==> config.mk <==
export PLATFORM = sky130hd
export DESIGN_NAME = flash_erase_result_status
export DESIGN_NICKNAME = d
export VERILOG_FILES = /design/src/rtl/erase_result_pkg.sv /design/src/rtl/block_range_check.sv /design/src/rtl/flash_erase_result_status.sv
export VERILOG_INCLUDE_DIRS = /design/src /design/src/rtl
export SDC_FILE = /design/constraint.sdc
export NUM_CORES = 1
export LEC_CHECK = 0
export ABC_CLOCK_PERIOD_IN_PS = 1500
export BUFFER_PORTS_ARGS = -buffer_cell sky130_fd_sc_hd__buf_4
export CAP_MARGIN = 20
export CORE_AREA = 2 2 46 48
export CTS_CLUSTER_DIAMETER = 30
export DETAILED_ROUTE_END_ITERATION = 8
export DIE_AREA = 0 0 48 50
export HOLD_SLACK_MARGIN = 0.1
export PLACE_DENSITY = 0.77
export REMOVE_ABC_BUFFERS = 1
export SYNTH_ARGS = -nofsm -noshare
export SYNTH_HDL_FRONTEND = slang
export SYNTH_SLANG_ARGS = --single-unit
==> constraint.sdc <==
create_clock -name clk_i -period 1.5 [get_ports clk_i]
set_input_delay 0.225 -clock clk_i [delete_from_list [all_inputs] [get_ports clk_i]]
set_output_delay 0.225 -clock clk_i [all_outputs]
set_load 0.05 [all_outputs]
==> src/rtl/erase_result_consts.svh <==
// How it works
// Bit 6 set when write-enable pin low or error protection active at request.
// Bit 6 cleared only when write-enable pin is 1 and error flag is 0.
// Bit 5 set when array erase fails or control settings changed mid-erase.
// Array select 0xaa (boot array): flag bit 5, erase nothing.
// Caller should treat array as partly erased after bit 5, fix, erase again.
// Key compared with 0x5a before erasing; any other value sets bit 4.
// Bit 3 set when block number outside user array range, else cleared.
// Bits 7, 2 and 1 always read zero.
// Bit 0 is overall outcome: 0 success, 1 abnormal end.
// Result byte returned to caller as low byte of register zero when done.
// One block per request; valid 0 to 10 and 12 to 23.
// All error bits evaluated before the byte; any error sets bit 0.
`ifndef ERASE_RESULT_CONSTS_SVH
`define ERASE_RESULT_CONSTS_SVH
`define BIT_MODE_ERR 6
`define BIT_EXEC_ERR 5
`define BIT_KEY_ERR 4
`define BIT_BLOCK_ERR 3
`define BIT_FAIL 0
`define KEY_VALID 8'h5a
`define ARRAY_SEL_BOOT 8'haa
`define BLOCK_LO_MAX 8'h0a
`define BLOCK_HI_MIN 8'h0c
`define BLOCK_HI_MAX 8'h17
`define RESULT_USED_MASK 8'h79
`define RESULT_ERR_MASK 8'h78
`define BLOCK_HOLE 8'h0b
`endif

==> src/rtl/erase_result_pkg.sv <==
package erase_result_pkg;
   typedef enum logic [1:0]
   {
      ST_IDLE = 2'b00,
      ST_ERASE = 2'b01,
      ST_DONE = 2'b11
   } seq_state_type;
endpackage

==> src/rtl/block_range_check.sv <==
`timescale 1ns/10ps
`include "erase_result_consts.svh"
module block_range_check
(
   input wire logic [7:0] block_num_i,
   output logic bad_o
);
   // Block 11 is a hole in the user array
   always_comb
   begin
      bad_o = !((block_num_i <= `BLOCK_LO_MAX) ||
                (block_num_i >= `BLOCK_HI_MIN && block_num_i <= `BLOCK_HI_MAX)); // see
   end
endmodule

==> src/rtl/flash_erase_result_status.sv <==
`timescale 1ns/10ps
`include "erase_result_consts.svh"
module flash_erase_result_status
(
   input wire logic clk_i,
   input wire logic rst_i,
   input wire logic erase_req_i,
   input wire logic [7:0] block_num_i,
   input wire logic flash_write_enable_pin_i,
   input wire logic flash_error_flag_i,
   input wire logic [7:0] flash_key_register_i,
   input wire logic [7:0] array_select_register_i,
   input wire logic ctrl_changed_i,
   input wire logic erase_done_i,
   input wire logic erase_fail_i,
   output logic erase_start_o,
   output logic busy_o,
   output logic result_valid_o,
   output logic [7:0] erase_result_byte_o
);
   erase_result_pkg::seq_state_type state_r;
   logic [2:0] wen_sync_r;
   logic wen_level_r;
   logic wen_ok;
   logic block_bad;
   logic mode_err;
   logic key_err;
   logic boot_sel;
   logic pre_err;
   logic req_taken;
   logic block_ok_chk;
   logic exec_err_r;
   logic [7:0] pre_r;
   logic [7:0] erase_result_byte_nxt;

   // Pin crosses in three stages; level taken once stages two and three agree
   always_ff @(posedge clk_i or posedge rst_i)
   begin
      if (rst_i)
         wen_sync_r <= 3'h0;
      else
         wen_sync_r <= {wen_sync_r[1:0], flash_write_enable_pin_i};
   end

   always_ff @(posedge clk_i or posedge rst_i)
   begin
      if (rst_i)
         wen_level_r <= 1'b0;
      else if (wen_sync_r[1] == wen_sync_r[2])
         wen_level_r <= wen_sync_r[2];
   end
   assign wen_ok = wen_level_r;

   a_wen_agree: assert property (@(posedge clk_i) disable iff (rst_i)
      (wen_sync_r[1] == wen_sync_r[2]) |=> (wen_level_r == $past(wen_sync_r[2])))
      else $error("Pin level not taken after agreement");
   a_wen_hold: assert property (@(posedge clk_i) disable iff (rst_i)
      (wen_sync_r[1] != wen_sync_r[2]) |=> $stable(wen_level_r))
      else $error("Pin level moved without agreement");

   block_range_check u_range
   (
      .block_num_i(block_num_i),
      .bad_o(block_bad)
   );

   assign mode_err = !wen_ok || flash_error_flag_i; // see
   assign key_err = flash_key_register_i != `KEY_VALID;
   assign boot_sel = array_select_register_i == `ARRAY_SEL_BOOT;
   assign pre_err = mode_err || key_err || block_bad || boot_sel;
   assign req_taken = state_r == erase_result_pkg::ST_IDLE && erase_req_i;
   // Range worked out apart from u_range, for the checks only
   assign block_ok_chk = block_num_i <= `BLOCK_LO_MAX ||
                         (block_num_i >= `BLOCK_HI_MIN && block_num_i <= `BLOCK_HI_MAX);

   a_start_checks: assert property (@(posedge clk_i) disable iff (rst_i) // see
      erase_start_o |-> wen_ok && !flash_error_flag_i && flash_key_register_i == `KEY_VALID && block_ok_chk)
      else $error("Erase started with a failed check");
   a_start_all_ok: assert property (@(posedge clk_i) disable iff (rst_i)
      (req_taken && wen_ok && !flash_error_flag_i && flash_key_register_i == `KEY_VALID && block_ok_chk
       && array_select_register_i != `ARRAY_SEL_BOOT) |-> erase_start_o)
      else $error("Erase not started with all checks passed");

   // Sequencer: checks first, then erase only if all checks pass
   always_ff @(posedge clk_i or posedge rst_i)
   begin
      if (rst_i)
         state_r <= erase_result_pkg::ST_IDLE;
      else
         case (state_r)
            erase_result_pkg::ST_IDLE:
               if (erase_req_i)
                  state_r <= pre_err ? erase_result_pkg::ST_DONE : erase_result_pkg::ST_ERASE;
            erase_result_pkg::ST_ERASE:
               if (erase_done_i)
                  state_r <= erase_result_pkg::ST_DONE;
            erase_result_pkg::ST_DONE:
               state_r <= erase_result_pkg::ST_IDLE;
            default:
               state_r <= erase_result_pkg::ST_IDLE;
         endcase
   end

   a_busy_refused: assert property (@(posedge clk_i) disable iff (rst_i)
      (state_r == erase_result_pkg::ST_ERASE && !erase_done_i) |=> state_r == erase_result_pkg::ST_ERASE)
      else $error("Erase phase left without done");
   a_done_once: assert property (@(posedge clk_i) disable iff (rst_i)
      state_r == erase_result_pkg::ST_DONE |=> state_r == erase_result_pkg::ST_IDLE)
      else $error("Done state held too long");
   a_precheck_stop: assert property (@(posedge clk_i) disable iff (rst_i)
      (req_taken && pre_err) |=> state_r == erase_result_pkg::ST_DONE)
      else $error("Erase phase entered after failed check");

   // Pre-check bits captured at request time
   always_ff @(posedge clk_i or posedge rst_i)
   begin
      if (rst_i)
         pre_r <= 8'h00;
      else if (state_r == erase_result_pkg::ST_IDLE && erase_req_i)
      begin
         pre_r <= 8'h00;
         pre_r[`BIT_MODE_ERR] <= mode_err; // see
         pre_r[`BIT_KEY_ERR] <= key_err;
         pre_r[`BIT_BLOCK_ERR] <= block_bad;
         pre_r[`BIT_EXEC_ERR] <= boot_sel;
      end
   end

   a_key_clear: assert property (@(posedge clk_i) disable iff (rst_i)
      (req_taken && flash_key_register_i == `KEY_VALID && pre_err) |-> ##2 result_valid_o && !erase_result_byte_o[4])
      else $error("Key error set with valid key");
   a_block_high: assert property (@(posedge clk_i) disable iff (rst_i)
      (req_taken && block_num_i > `BLOCK_HI_MAX) |-> ##2 result_valid_o && erase_result_byte_o[3])
      else $error("High block number not flagged");
   a_block_clear: assert property (@(posedge clk_i) disable iff (rst_i)
      (req_taken && block_ok_chk && pre_err) |-> ##2 result_valid_o && !erase_result_byte_o[3])
      else $error("Block error set for valid block");
   a_boot_exec: assert property (@(posedge clk_i) disable iff (rst_i)
      (req_taken && array_select_register_i == `ARRAY_SEL_BOOT)
      |-> ##2 result_valid_o && erase_result_byte_o[5] && erase_result_byte_o[0])
      else $error("Boot array select not flagged");
   a_pin_low: assert property (@(posedge clk_i) disable iff (rst_i)
      (req_taken && !wen_ok) |-> ##2 result_valid_o && erase_result_byte_o[6])
      else $error("Low enable pin not flagged");

   // Execution error from array failure or control change during erase
   always_ff @(posedge clk_i or posedge rst_i)
   begin
      if (rst_i)
         exec_err_r <= 1'b0;
      else if (state_r == erase_result_pkg::ST_IDLE && erase_req_i)
         exec_err_r <= 1'b0;
      else if (state_r == erase_result_pkg::ST_ERASE && (ctrl_changed_i || (erase_done_i && erase_fail_i)))
         exec_err_r <= 1'b1;
   end

   a_ctrl_change: assert property (@(posedge clk_i) disable iff (rst_i)
      (state_r == erase_result_pkg::ST_ERASE && ctrl_changed_i) |=> exec_err_r)
      else $error("Control change not recorded");
   a_exec_clear: assert property (@(posedge clk_i) disable iff (rst_i)
      req_taken |=> !exec_err_r)
      else $error("Execution error not cleared on request");

   always_comb
   begin
      erase_result_byte_nxt = pre_r;
      erase_result_byte_nxt[`BIT_EXEC_ERR] = pre_r[`BIT_EXEC_ERR] | exec_err_r;
      erase_result_byte_nxt[`BIT_FAIL] = |(erase_result_byte_nxt & `RESULT_ERR_MASK); // see
      erase_result_byte_nxt = erase_result_byte_nxt & `RESULT_USED_MASK;
   end

   // Byte handed to caller when processing finishes
   always_ff @(posedge clk_i or posedge rst_i)
   begin
      if (rst_i)
         erase_result_byte_o <= 8'h00;
      else if (state_r == erase_result_pkg::ST_DONE)
         erase_result_byte_o <= erase_result_byte_nxt;
   end

   always_ff @(posedge clk_i or posedge rst_i)
   begin
      if (rst_i)
         result_valid_o <= 1'b0;
      else
         result_valid_o <= state_r == erase_result_pkg::ST_DONE;
   end

   assign erase_start_o = req_taken && !pre_err;
   assign busy_o = state_r != erase_result_pkg::ST_IDLE;

   a_unused_zero: assert property (@(posedge clk_i) disable iff (rst_i)
      (erase_result_byte_o & ~`RESULT_USED_MASK) == 8'h00)
      else $error("Unused result bits not zero");
   a_fail_any_err: assert property (@(posedge clk_i) disable iff (rst_i)
      result_valid_o |-> (erase_result_byte_o[0] == |erase_result_byte_o[6:3]))
      else $error("Fail bit mismatch");
   a_success_zero: assert property (@(posedge clk_i) disable iff (rst_i)
      (result_valid_o && erase_result_byte_o[6:3] == 4'h0) |-> !erase_result_byte_o[0])
      else $error("Fail bit set without error");
   a_key_checked: assert property (@(posedge clk_i) disable iff (rst_i)
      (req_taken && flash_key_register_i != `KEY_VALID) |-> ##2 result_valid_o && erase_result_byte_o[4])
      else $error("Key error not reported");
   a_boot_noerase: assert property (@(posedge clk_i) disable iff (rst_i)
      erase_start_o |-> array_select_register_i != `ARRAY_SEL_BOOT)
      else $error("Boot array erase started");
   a_mode_err: assert property (@(posedge clk_i) disable iff (rst_i)
      (req_taken && flash_error_flag_i) |-> ##2 result_valid_o && erase_result_byte_o[6])
      else $error("Mode error not reported");
   a_mode_clear: assert property (@(posedge clk_i) disable iff (rst_i)
      (req_taken && wen_ok && !flash_error_flag_i && pre_err) |-> ##2 result_valid_o && !erase_result_byte_o[6])
      else $error("Mode error set wrongly");
   a_mode_erased: assert property (@(posedge clk_i) disable iff (rst_i)
      (state_r == erase_result_pkg::ST_ERASE && erase_done_i) |-> ##2 result_valid_o && !erase_result_byte_o[6])
      else $error("Mode error set after erase");
   a_block_err: assert property (@(posedge clk_i) disable iff (rst_i)
      (req_taken && block_num_i == `BLOCK_HOLE) |-> ##2 result_valid_o && erase_result_byte_o[3])
      else $error("Block 11 not flagged");
   a_exec_fail: assert property (@(posedge clk_i) disable iff (rst_i)
      (state_r == erase_result_pkg::ST_ERASE && erase_done_i && erase_fail_i)
      |-> ##2 erase_result_byte_o[5] && erase_result_byte_o[0])
      else $error("Exec error not reported");
   a_erase_clean: assert property (@(posedge clk_i) disable iff (rst_i)
      (state_r == erase_result_pkg::ST_ERASE && erase_done_i && !erase_fail_i && !ctrl_changed_i && !exec_err_r)
      |-> ##2 result_valid_o && erase_result_byte_o == 8'h00)
      else $error("Clean erase not reported as success");
   a_valid_pulse: assert property (@(posedge clk_i) disable iff (rst_i)
      result_valid_o |=> !result_valid_o)
      else $error("Result valid longer than one cycle");
   a_valid_after_done: assert property (@(posedge clk_i) disable iff (rst_i)
      state_r == erase_result_pkg::ST_DONE |=> result_valid_o)
      else $error("Result valid missing after done");
   a_byte_stable: assert property (@(posedge clk_i) disable iff (rst_i)
      state_r != erase_result_pkg::ST_DONE |=> $stable(erase_result_byte_o))
      else $error("Result byte changed outside done");
endmodule

# Word-level counts from Yosys, hierarchy flattened
# Index checks and enable logic that the tools add are counted.
[op_classes]
n_lt_le_gt_ge = 3
eq_ne = 7
muxes = 6
n_bitwise = 1
reduce_logical = 19
[op_table]
columns = ["cell", "n"]
rows = [
  ["== test 8 bit, second input constant", 1],
  [">= comparator 8 x 4 -> 1 bit, second input constant", 1],
  ["less-or-equal comparator 8 x 4 -> 1 bit, second input constant", 1],
  ["less-or-equal comparator 8 x 5 -> 1 bit, second input constant", 1],
  ["!= test 8 x 7 -> 1 bit, second input constant", 1],
  ["logical OR 1 bit", 6],
  ["2-to-1 mux 2 bit", 3],
  ["logical AND 1 bit", 5],
  ["!= test 2 bit, second input constant", 2],
  ["case mux 2 bit (2 select lines)", 1],
  ["nonzero test 2 bit", 2],
  ["OR reduction 4 bit", 1],
  ["zero test 1 bit", 3],
  ["== test 2 x 1 -> 1 bit, second input constant", 1],
  ["== test 2 bit, second input constant", 1],
  ["zero test 2 bit", 1],
  ["2-to-1 mux 1 bit", 2],
  ["AND reduction 2 bit", 1],
  ["== test 1 bit", 1],
  ["bitwise OR 1 bit", 1],
]
[word_totals]
ff_bits = 17
input_bits = 32
out_inout_bits = 11
word_cells = 43

# Depth between registers and ports, before layout
[logic_depth]
depth_word = 9
mapped_depth = 4
mapped_depth_nobuf = 4

# Modules after synthesis
# A second synthesis with hierarchy kept.
[unflattened]
hier_cells = 68
area_unflattened_um2 = 790.8
[modules_own_cells]
columns = ["mod", "n_inst", "cells_per_inst", "area_per_inst_um2", "seq_area_each_um2"]
rows = [
  ["flash_erase_result_status", 1, 64, 763.2, 425.4],
  ["block_range_check", 1, 4, 27.5, 0.0],
]

# Least setup slack after synthesis
# OpenSTA, ideal clock, no wires.
[synth_path]
path_type = "register to output"
start = "reg state_r[1]"
end = "out erase_start_o"
arrival_ns = 1.414
required_ns = 1.275
slack_ns = -0.139
stages_incl_launch_ff = 5
n_path_buf = 0
cell_sequence = "dfrtp_1 > nand2b_1 > or2_2 > nor2_1 > and2_1"
[synth_between]
elab_chain_len = 3
[synth_rtl]
columns = ["item", "line", "text"]
rows = [
  ["from (decl)", "flash_erase_result_status.sv:21", "erase_result_pkg::seq_state_type state_r;"],
  ["from (signal assigned)", "flash_erase_result_status.sv:88", "state_r <= erase_result_pkg::ST_IDLE;"],
  ["from (signal assigned)", "flash_erase_result_status.sv:93", "state_r <= pre_err ? erase_result_pkg::ST_DONE : erase_result_pkg::ST_ERASE;"],
  ["from (signal assigned)", "flash_erase_result_status.sv:96", "state_r <= erase_result_pkg::ST_DONE;"],
  ["zero test 2 bit", "flash_erase_result_status.sv:71", "assign req_taken = state_r == erase_result_pkg::ST_IDLE && erase_req_i;"],
  ["logical AND 1 bit", "flash_erase_result_status.sv:71", ""],
  ["logical AND 1 bit", "flash_erase_result_status.sv:189", "assign erase_start_o = req_taken && !pre_err;"],
  ["to (decl)", "flash_erase_result_status.sv:16", "output logic erase_start_o,"],
]
# Every way passes these cells.

# Final worst setup path
# Same ends and word-level chain as after synthesis.

==> impl_metrics.csv <==
group,metric,value,unit
status,status,"complete, but fails checks",
status,violations,"negative setup slack",
timing,worst_pin_slew,0.622,ns
power_and_ir_drop,ir_drop,0.924,mV
power_and_ir_drop,powerDensity,1440,nW/um^2
final_layout,final_area,1230,um^2
logic_synthesis,synthSimpleGateAreaFrac,23.7,%
timing,fin_crit_sh,112,%
final_layout,drive_gt1_share,51.2,%
worst_setup_path,crit_fanout,2,
logic_synthesis,ys_warn_count,0,
clock_network,h-tree-depth,1,
clock_network,cts_tree,"built",
clock_network,clk_latency,0.29,ns
routing,ant_nets,0,
timing,slew_violations,0,
timing,skew,0.00286,ns
logic_synthesis,synth_compound_area_share,9.64,%
timing,rsz0062_at_grt,"true",
final_layout,diodes,0,
power_and_ir_drop,clock_power_share,14.3,%
worst_setup_path,required,1.27,ns
floorplanning,boundaryPins,43,
timing,setup_viol,1,
clock_network,cts-root-buf,"clkbuf_4",
floorplanning,core_area,1900,um^2
timing,setup_ws,-0.181,ns
logic_synthesis,synth_top_family_by_area,"simple AND/OR/NAND/NOR gates",
global_route,track_usage,16.4,%
worst_setup_path,criticalPathCategory,"flip-flop to output pin",
clock_network,clk_pin_slew_worst_paths,0.10,ns
logic_synthesis,synth_fa_ha_area_share,1.31,%
power_and_ir_drop,combPwrFrac,48.9,%
final_layout,area_delta_synth_final,60.5,%
logic_synthesis,synth_most_common_cell,"dfrtp_1",
global_route,grt_max_degree,18,
logic_synthesis,synthTopCellsByArea,"dfrtp_1 (56%), nor2_1 (4.9%), nand2_1 (4.4%)",
clock_network,cts_num_sinks,17,
power_and_ir_drop,power.leakage,0.589,nW
routing,wirelength,1.77,mm
routing,drc,0,
logic_synthesis,synth_edf_count,0,
timing,max_freq,0.595,GHz
logic_synthesis,synth.area.mux_share,4.41,%
worst_setup_path,critical_path_arrival,1.46,ns
global_route,grt_pass1_wl,2.74,mm
worst_setup_path,cp-end-kind,"output pin",
routing,drt_iter0_drc,7,
min_path,hp-class,"input pin to flip-flop",
power_and_ir_drop,power.switching,713,uW
global_route,antenna_found_initial,0,
logic_synthesis,synth-async-reset-ratio,100,%
placed_design,io_buffers,39,
power_and_ir_drop,p_sw_share,40.2,%
global_route,overflow,0,
placed_design,gp_congestion,0.829,
final_layout,fillers,163,
logic_synthesis,postSynthAreaPerCell,10.8,um^2
logic_synthesis,synth-seq-cells,17,
logic_synthesis,synth_area,766,um^2
power_and_ir_drop,pwr-share-seq,36.8,%
clock_network,clockBufferDepth,2,
placed_design,hpwl,1.43,mm
logic_synthesis,synth_ff_type,"dfrtp_1",
job,maxCapViolations,0,
logic_synthesis,synth_common_cells,"dfrtp_1 (17), nor2_1 (10), nand2_1 (9)",
placed_design,placed_area,1130,um^2
logic_synthesis,synthXorXnorAreaFrac,0,%
floorplanning,die_area,2400,um^2
timing,relSlewSlack,58.5,%
routing,num_vias,695,
power_and_ir_drop,internal_power,1.06,mW
routing,drt_pass1_iterations,4,
logic_synthesis,synth_top_area_share,55.6,%
timing,min_period,1.68,ns
logic_synthesis,yosysSeqAreaShare,55.6,%
floorplanning,rows,16,
logic_synthesis,yosysUniqueCellTypes,22,
final_layout,nets,156,
clock_network,numCtsBuffers,3,
timing,hold_viol_final,0,
floorplanning,die_y,50,um
logic_synthesis,synthCells,71,
routing,wl_per_cell,11.8,um
final_layout,final_util,64.6,%
global_route,grt_pass1_vias,648,
worst_setup_path,r2r_setup_slack,0.24,ns
floorplanning,die_x,48,um
timing,fin_tns_setup,-0.181,ns
routing,via_per_inst,4.63,
worst_setup_path,start_kind,"flip-flop",
logic_synthesis,yosys.area.top_type,"dfrtp_1",
floorplanning,start_util,40.3,%
## area by class of cell
cell class,instances,area (um^2),area share (%)
timing repair buffer,49,392,31.9
multi-input combinational,49,333,27.1
clock inverter,1,7.51,0.611
clock buffer,3,22.5,1.83
sequential,17,425,34.6
inverter,4,15.0,1.22
tap,27,33.8,2.75
## power by group through the flow
stage / Sequential, mW / Combinational, mW / Clock, mW
3_5_place_dp: 0.656 / 0.772 / 0
4_1_cts: 0.647 / 0.844 / 0.260
5_1_grt: 0.669 / 0.934 / 0.285
2_1_floorplan: 0.837 / 0.293 / 0
3_3_place_gp: 0.650 / 0.758 / 0
6_report: 0.653 / 0.868 / 0.253
## kinds of logic after synthesis
family,count (synthesis)
compound gates,9
fa+ha+maj,1
buf+inv,7
flops,17
mux,3
other cells,1
simple gates,33
## routing by layer
metal	up-vias	routed length, um	track usage [%]	part of all wire (%)
li1	341	-	-	-
met1	326	672	20.0	38
met2	23	983	27.8	56
met3	5	84	2.20	4.7
met4	0	30	6.76	1.7
met5	-	0	0	0
## sequential cells by signal, summed over array words and instances (netlist names)
register and flops:
result_valid_o 1, erase_result_byte_o 5, wen_sync_r 3, wen_level_r 1, pre_r 4, exec_err_r 1
state_r 2
## stage by stage
| stage | hold WS [ns] | worst slack, ns | power [mW] | std cells |
|---|---|---|---|---|
| after global routing | 0.182 | -0.225 | 1.89 | 150 |
| final | 0.170 | -0.181 | 1.77 | 150 |
| after detailed placement | 0.338 | -0.112 | 1.43 | 143 |
| after CTS | 0.176 | -0.166 | 1.75 | 149 |
| after global placement | 0.333 | -0.0932 | 1.41 | 143 |
| after floorplan | 0.151 | -0.139 | 1.13 | 70 |
## repair_timing
action	4_1_cts	5_1_grt
hold endpoints to repair	18	0
endpoints found under the setup margin	2	2
gates resized for setup	10	1
hold buffers	2	0
pin swaps	1	0
buffers inserted	1	1
cloned	0	0
## worst max-delay path, stage by stage (launching register included)
cell      delay [ns]
dfrtp_1         0.40
nand2b_4        0.15
or2_4           0.24
nor2_4          0.09
and2_4          0.15
buf_8           0.14
## worst paths after layout
kind,endpoint,depth (start not counted),from
max,erase_start_o,5,state_r[1]$_DFFE_PP0P_
min,state_r[0]$_DFFE_PP0P_,3,erase_req_i
max reg2reg,pre_r[4]$_DFFE_PP0P_,5,state_r[1]$_DFFE_PP0P_
min reg2reg,wen_sync_r[1]$_DFF_PP0_,0,wen_sync_r[0]$_DFF_PP0_
max in group asynchronous,erase_result_byte_o[4]$_DFFE_PP0P_,3,rst_i
min in group asynchronous,erase_result_byte_o[0]$_DFFE_PP0P_,3,rst_i
## layout by cell type, fill, tap and decap left out, types with 3 or more instances in the layout
cell      instances
o21ai_0           4
buf_4            44
mux2_2            3
clkbuf_4          3
dfrtp_1          17
conb_1            3
nor2_1            9
inv_1             4
nand2_1           9
No activity file was read; power rests on OpenSTA's default activity.
